[src/rtl/frdp_regs.svh]
`ifndef FRDP_REGS_SVH
`define FRDP_REGS_SVH
// times in ns
`define FRDP_RESET_PULSE_MIN_NS      100
`define FRDP_RESET_DURING_OP_NS      25000
`define FRDP_POWER_VALID_RELEASE     300
`define FRDP_SLEEP_PULSE_MIN_NS      100
`define FRDP_SLEEP_EXIT_SELECT_NS    75000
`define FRDP_RESET_RELEASE_SELECT_NS 75000
`define FRDP_CLK_PERIOD_NS           25
// cycle counts: max times round down, min times round up
`define FRDP_RESET_PULSE_CYC ((`FRDP_RESET_PULSE_MIN_NS + \
  `FRDP_CLK_PERIOD_NS - 1) / `FRDP_CLK_PERIOD_NS)
`define FRDP_RESET_OP_CYC (`FRDP_RESET_DURING_OP_NS / `FRDP_CLK_PERIOD_NS)
`define FRDP_SLEEP_EXIT_CYC ((`FRDP_SLEEP_EXIT_SELECT_NS + \
  `FRDP_CLK_PERIOD_NS - 1) / `FRDP_CLK_PERIOD_NS)
// extended configuration field positions
`define FRDP_ECR_SLEEP_EN_BIT  15
`define FRDP_ECR_SLEEP_POL_BIT 14
// status values and auto-standby idle count
`define FRDP_STATUS_RESET  16'h0080
`define FRDP_STATUS_ERRMSK 16'h003A
`define FRDP_IDLE_CYC      4
`endif

[src/rtl/frdp_pkg.sv]
package frdp_pkg;
  typedef enum logic [2:0] {
    FRDP_RESET   = 3'b000,
    FRDP_ACTIVE  = 3'b001,
    FRDP_STANDBY = 3'b010,
    FRDP_SLEEP   = 3'b011,
    FRDP_EXIT    = 3'b100
  } frdp_state_t;
endpackage : frdp_pkg

[src/rtl/frdp_counter.sv]
`timescale 1ns/10ps
`default_nettype none
module frdp_counter #(
  parameter int WIDTH = 12
) (
  input  wire logic             clk,
  input  wire logic             arst_n,
  input  wire logic             load,
  input  wire logic [WIDTH-1:0] loadValue,
  output logic                  done
);
  typedef struct packed {
    logic [WIDTH-1:0] count;
  } frdp_cnt_t;
  frdp_cnt_t st;
  frdp_cnt_t next_st;
  always_comb begin
    next_st = st;
    if (load) begin
      next_st.count = loadValue;
    end else if (st.count != '0) begin
      next_st.count = st.count - 1'b1;
    end
  end
  always_ff @(posedge clk or negedge arst_n) begin
    if (!arst_n) begin
      st <= '0;
    end else begin
      st <= next_st;
    end
  end
  assign done = (st.count == '0) && !load;
endmodule : frdp_counter
`default_nettype wire

[src/rtl/frdp_ctrl.sv]
// What this block does
// - reset during block erase completes within 25 us
// - reset during program completes within 25 us
// - reset while idle completes within minimum reset pulse time
// - after array read, quiet address puts device in standby automatically
// - deep sleep needs enable bit, reset and select idle, pin asserted
// - deep sleep aborts running program or erase, target becomes invalid
// - deep sleep discards a suspended operation; resume cannot continue it
// - in deep sleep only sleep pin and reset are heeded
// - deep sleep keeps read modes, configuration and lock bits
// - deep sleep sets status to 0080h, clearing error bits
// - releasing sleep pin returns to standby after exit delay
// - sleep pin is active low when polarity bit is 0
// - while reset low, inputs ignored, data and wait outputs off
// - leaving reset gives async array read, status 0080h
// - reset during program or erase aborts it, target invalid
`timescale 1ns/10ps
`default_nettype none
`include "frdp_regs.svh"
module frdp_ctrl #(
  parameter int EXIT_CYC  = `FRDP_SLEEP_EXIT_CYC,
  parameter int RSTOP_CYC = `FRDP_RESET_OP_CYC,
  parameter int CW        = 12
) (
  input  wire logic        clk,
  input  wire logic        arst_n,
  input  wire logic        resetPin_n,
  input  wire logic        chipEnable_n,
  input  wire logic        deepSleepPin,
  input  wire logic [15:0] extendedConfigReg,
  input  wire logic        addrChange,
  input  wire logic        arrayReadDone,
  input  wire logic        programBusy,
  input  wire logic        eraseBusy,
  input  wire logic        opSuspended,
  input  wire logic        statusSet,
  input  wire logic [15:0] statusSetValue,
  output logic             resetDone,
  output logic             ready,
  output logic             standby,
  output logic             deepSleep,
  output logic             opAbort,
  output logic             suspendDiscard,
  output logic             outputsOff,
  output logic             asyncReadMode,
  output logic [15:0]      statusReg
);
  typedef struct packed {
    frdp_pkg::frdp_state_t state;
    logic [2:0]            idleCnt;
    logic                  resetDone;
    logic                  ready;
    logic                  standby;
    logic                  deepSleep;
    logic                  opAbort;
    logic                  suspendDiscard;
    logic                  outputsOff;
    logic                  asyncReadMode;
    logic [15:0]           statusReg;
  } frdp_ctrl_t;

  frdp_ctrl_t st;
  frdp_ctrl_t next_st;
  logic       cntLoad;
  logic [CW-1:0] cntValue;
  logic       cntDone;
  logic       sleepAsserted;
  logic       sleepWanted;
  logic       arrayBusy;

  // resetDone shows one edge after done, which rises as the count reaches zero, so loads are one short
  // to keep the reset finish inside its limit rather than one cycle past it
  localparam int RST_IDLE_LOAD = `FRDP_RESET_PULSE_CYC - 1;
  localparam int RST_BUSY_LOAD = RSTOP_CYC - 1;

  // the supply-valid hold before release is the host's; nothing here checks it
  // polarity bit chooses pin sense
  function automatic logic pinActive(input logic pin, input logic pol);
    pinActive = pol ? pin : !pin;
  endfunction : pinActive

  assign sleepAsserted = pinActive(deepSleepPin,
                                   extendedConfigReg[`FRDP_ECR_SLEEP_POL_BIT]);
  // entry needs all three at once; they may have arrived in any order
  assign sleepWanted = extendedConfigReg[`FRDP_ECR_SLEEP_EN_BIT]
                       && chipEnable_n && sleepAsserted;
  // program and erase abort alike, so one flag serves both
  assign arrayBusy = programBusy | eraseBusy;

  frdp_counter #(.WIDTH(CW)) frdp_counter_inst (
    .clk       (clk),
    .arst_n    (arst_n),
    .load      (cntLoad),
    .loadValue (cntValue),
    .done      (cntDone)
  );

  always_comb begin
    next_st = st;
    cntLoad = 1'b0;
    cntValue = '0;
    next_st.opAbort = 1'b0;
    next_st.suspendDiscard = 1'b0;
    if (!resetPin_n) begin
      // reset wins over everything, including deep sleep
      next_st.outputsOff = 1'b1;
      next_st.ready = 1'b0;
      next_st.standby = 1'b0;
      next_st.deepSleep = 1'b0;
      if (st.state != frdp_pkg::FRDP_RESET) begin
        // the array content at the aborted target is not repaired here
        next_st.opAbort = arrayBusy;
        next_st.resetDone = 1'b0;
        cntLoad = 1'b1;
        // busy array needs the long internal unwind, idle needs one pulse
        cntValue = arrayBusy ? CW'(RST_BUSY_LOAD)
                   : CW'(RST_IDLE_LOAD);
      end else if (cntDone) begin
        next_st.resetDone = 1'b1;
      end
      next_st.state = frdp_pkg::FRDP_RESET;
    end else begin
      case (st.state)
        frdp_pkg::FRDP_RESET: begin
          // release: read path back in async array mode with a clean status
          next_st.outputsOff = 1'b0;
          next_st.resetDone = 1'b1;
          next_st.asyncReadMode = 1'b1;
          next_st.statusReg = `FRDP_STATUS_RESET;
          next_st.ready = 1'b1;
          next_st.state = frdp_pkg::FRDP_ACTIVE;
        end
        frdp_pkg::FRDP_ACTIVE,
        frdp_pkg::FRDP_STANDBY: begin
          if (statusSet) begin
            next_st.statusReg = statusSetValue;
          end
          // a select ends the power-on async read default
          if (!chipEnable_n) begin
            next_st.asyncReadMode = 1'b0;
          end
          // auto standby: read done or deselected, and address lines quiet
          if (addrChange || !chipEnable_n && !arrayReadDone) begin
            next_st.idleCnt = '0;
            next_st.standby = 1'b0;
            next_st.state = frdp_pkg::FRDP_ACTIVE;
          end else if (st.idleCnt != 3'(`FRDP_IDLE_CYC)) begin
            next_st.idleCnt = st.idleCnt + 1'b1;
          end else begin
            next_st.standby = 1'b1;
            next_st.state = frdp_pkg::FRDP_STANDBY;
          end
          if (sleepWanted) begin
            next_st.opAbort = arrayBusy;
            next_st.suspendDiscard = opSuspended;
            // only status changes; configuration and modes held
            next_st.statusReg = (`FRDP_STATUS_RESET
                                 & ~`FRDP_STATUS_ERRMSK);
            next_st.deepSleep = 1'b1;
            next_st.ready = 1'b0;
            next_st.standby = 1'b0;
            next_st.state = frdp_pkg::FRDP_SLEEP;
          end
        end
        frdp_pkg::FRDP_SLEEP: begin
          // only sleep pin (and reset above) are looked at
          if (!sleepAsserted) begin
            next_st.deepSleep = 1'b0;
            cntLoad = 1'b1;
            cntValue = CW'(EXIT_CYC);
            next_st.state = frdp_pkg::FRDP_EXIT;
          end
        end
        frdp_pkg::FRDP_EXIT: begin
          // select is not watched here; the host owns the wait before it
          if (cntDone) begin
            next_st.ready = 1'b1;
            next_st.standby = 1'b1;
            next_st.idleCnt = 3'(`FRDP_IDLE_CYC);
            next_st.state = frdp_pkg::FRDP_STANDBY;
          end
        end
        default: begin
          // an illegal code falls back to the reset state
          next_st.state = frdp_pkg::FRDP_RESET;
        end
      endcase
    end
  end

  always_ff @(posedge clk or negedge arst_n) begin
    if (!arst_n) begin
      st <= '{state: frdp_pkg::FRDP_RESET, idleCnt: 3'h0,
              resetDone: 1'b0, ready: 1'b0, standby: 1'b0,
              deepSleep: 1'b0, opAbort: 1'b0, suspendDiscard: 1'b0,
              outputsOff: 1'b1, asyncReadMode: 1'b1,
              statusReg: `FRDP_STATUS_RESET};
    end else begin
      st <= next_st;
    end
  end

  assign resetDone      = st.resetDone;
  assign ready          = st.ready;
  assign standby        = st.standby;
  assign deepSleep      = st.deepSleep;
  assign opAbort        = st.opAbort;
  assign suspendDiscard = st.suspendDiscard;
  assign outputsOff     = st.outputsOff;
  assign asyncReadMode  = st.asyncReadMode;
  assign statusReg      = st.statusReg;
endmodule : frdp_ctrl
`default_nettype wire

[config.mk]
export PLATFORM = sky130hd
export DESIGN_NAME = frdp_ctrl
export DESIGN_NICKNAME = d
export VERILOG_FILES = /design/src/rtl/frdp_pkg.sv /design/src/rtl/frdp_counter.sv /design/src/rtl/frdp_ctrl.sv
export VERILOG_INCLUDE_DIRS = /design/src /design/src/rtl
export SDC_FILE = /design/constraint.sdc
export NUM_CORES = 1
export LEC_CHECK = 0
export ABC_AREA = 1
export CORE_ASPECT_RATIO = 1.75
export CORE_MARGIN = 5
export CORE_UTILIZATION = 30
export CTS_BUF_LIST = sky130_fd_sc_hd__clkbuf_8
export DETAILED_ROUTE_END_ITERATION = 7
export DONT_BUFFER_PORTS = 1
export SLEW_MARGIN = 40
export SYNTH_ARGS = -nofsm -noshare
export SYNTH_HDL_FRONTEND = slang
export SYNTH_SLANG_ARGS = --single-unit
[constraint.sdc]
create_clock -name clk -period 1.5 [get_ports clk]
set_clock_uncertainty 0.1 [all_clocks]
set_input_delay 0.3 -clock clk [delete_from_list [all_inputs] [get_ports clk]]
set_output_delay 0.3 -clock clk [all_outputs]
set_load 0.005 [all_outputs]
==> metrics.csv <==
metric,value,unit
failing checks,negative setup slack,
Area contributors post-synth,"dfrtp_1 40%, nand2_1 14%, o21ai_0 7.0%, buf_4 5.6%, nor2_1 5.3%",
"antenna viol nets, final",0,
"Avg Cell Area, Syn",7.71,um^2
"FF+latch count, synth",42,
setup ws final,-0.118,ns
GPL Wtd Cong,0.953,
HPWL Detailed,4660,um
core area,0.00791,mm^2
DRC violations left,0,
antenna cells,0,
Area after DPL,0.00262,mm^2
HP Class,in -> reg,
die height,129,um
Worst-Margin Slew,0.271,ns
TritonCTS clock tree,done,
Max-Cap Viols,0,
IO Pins,67,
worst skew pair latency,0.31,ns
top-area cell type share of the netlist area,40.3,%
CTS max path bufs,2,
largest net degree at the start of global routing,43,
Critical Path Source Type,flip-flop,
final hold vios,0,
leak pwr,1.50,nW
FP Rows,43,
area delta synth->final,30.8,%
CP Capture Type,flip-flop,
# setup viols final,28,
Critical Path AT,1.72,ns
DRT iter0 DRCs,127,
Slew headroom,81.9,%
Pre-antenna DRT Iters,4,
"most common cell after layout, fill and taps aside",nand2_1,
DR vias,2083,
Pwr Density,1470,mW/mm^2
clk slew on worst S/H paths,0.09,ns
number of global-route vias before repair,2083,
port bufs,0,
Synth area leader,dfrtp_1,
H-Tree Depth,2,
Synth cell types,27,
crit share post-route,108,%
WS Path Type,reg -> reg,
Die Width,77.9,um
RSZ-0062 raised after global routing,true,
Synth Instances,314,
synth warn,0,
TritonCTS Sinks,42,
first-pass GRT wire length,9990,um
most frequent cells in the layout,"74 x nand2_1, 36 x dfrtp_1, 31 x buf_4",
worst vdd ir,0.469,mV
CTS root buf,clkbuf_8,
Final Cell Area,0.00317,mm^2
share of layout cells above drive strength 1,39.4,%
crit path time final,1.62,ns
syn_nets,361,
Initial Utilization,30.6,%
peak fanout along the critical path,4,
"Seq/Total Area, Yosys",43.5,%
Global Route Usage Sum,12.8,%
DR WL/cell,14.9,um
outcome,finished with violations,
die area,0.0100,mm^2
dpl ws,-0.144,ns
final net count,391,
CTS Buf Count,5,
Worst Path Required,1.60,ns
Post-Route WL,6460,um
Final Max Slew Viols,0,
Post-Synthesis Cell Area,0.00242,mm^2
antenna violations before repair,0,
Fmax,0.618,GHz
total gr overflow,0,
DR vias/cell,4.79,
synthesized netlist by cell type, drive strengths merged:
master    n
nand2   100
dfrtp    39
nor2     39
o21ai    37
inv      34
buf      21
a21oi     9
nand3     8
ha        4
nand4     4
nor3      4
dfstp     3
o31ai     3
xnor2     3
xor2      3
o211ai    2
clkinv    1
worst max-delay path, cell delays in order, from the launching register on:
cell and delay (ns):
dfrtp_1 0.43, nor2_2 0.24, nand3_1 0.17, nor2_2 0.19, nand2_4 0.12, nand2_4 0.10
nand2_4 0.06, nand2_2 0.06, nand2_1 0.04
state kept, by name, summed over array words and instances, names as in the netlist:
signal,flops
asyncReadMode,1
deepSleep,1
frdp_counter_inst.st,12
opAbort,1
outputsOff,1
ready,1
resetDone,1
st,6
standby,1
statusReg,16
suspendDiscard,1
through the flow:
stage,hold slack [ns],instances,power [W],utilization (%),setup TNS (ns)
finish,0.00682,435,0.00466,40.1,-1.48
global route,0.0153,435,0.00501,40.1,-4.11
CTS,0.00134,427,0.00427,36.7,-0.847
detailed placement,-0.0930,412,0.00330,33.1,-2.00
global placement,-0.0929,412,0.00325,33.1,-1.85
floorplan,-0.0956,314,0.00290,-,0
cells by family after synthesis:
family,after synthesis,synth area share (%)
buf+inv,56,12.3
simple gates,155,28.3
fa+ha+maj,4,2.07
xor+xnor,6,2.17
compound gates,51,11.6
flops,42,43.5
layout make-up:
type,instances,area (um^2)
Inverter,35,153
Fill cell,787,4740
Multi-Input combinational cell,216,1350
Clock buffer,5,68.8
Timing Repair Buffer,44,410
Sequential cell,42,1060
Tap cell,90,113
Clock inverter,3,21.3
final timing paths:
kind                                                     start                                   to  slack [ns]  depth (start not counted)
setup reg to reg           frdp_counter_inst.st[4]$_DFFE_PN0N_                   st[25]$_DFFE_PN0P_       -0.12                          8
hold / removal                                      resetPin_n             suspendDiscard$_DFF_PN0_       0.007                          2
setup / recovery           frdp_counter_inst.st[4]$_DFFE_PN0N_                   st[25]$_DFFE_PN0P_       -0.12                          8
hold reg to reg                         outputsOff$_DFFE_PN1P_               outputsOff$_DFFE_PN1P_        0.39                          2
max in group asynchronous                               arst_n            asyncReadMode$_DFFE_PN1P_        0.65                          2
min in group asynchronous                               arst_n  frdp_counter_inst.st[3]$_DFFE_PN0N_        0.38                          2
what timing repair did:
item	in CTS	in global routing
setup endpoints to repair	35	40
hold buffers	3	0
buffers inserted	4	9
endpoints found under the hold margin	45	0
resized for setup	41	65
pin swaps	17	34
per-layer routing:
| metal | GRT usage [%] | wire length, um | share of wire [%] |
|---|---|---|---|
| met5 | 0 | 0 | 0 |
| met1 | 12.2 | 2310 | 36 |
| met2 | 23.8 | 3690 | 57 |
| met4 | 7.06 | 159 | 2.5 |
| met3 | 3.78 | 303 | 4.7 |
power by group:
part           switching (W)  internal (W)  leakage [nW]
Sequential          0.000326       0.00148         0.532
Clock               0.000430      0.000327        0.0441
Combinational        0.00112      0.000980         0.926
(Power assumes the default switching activity.)
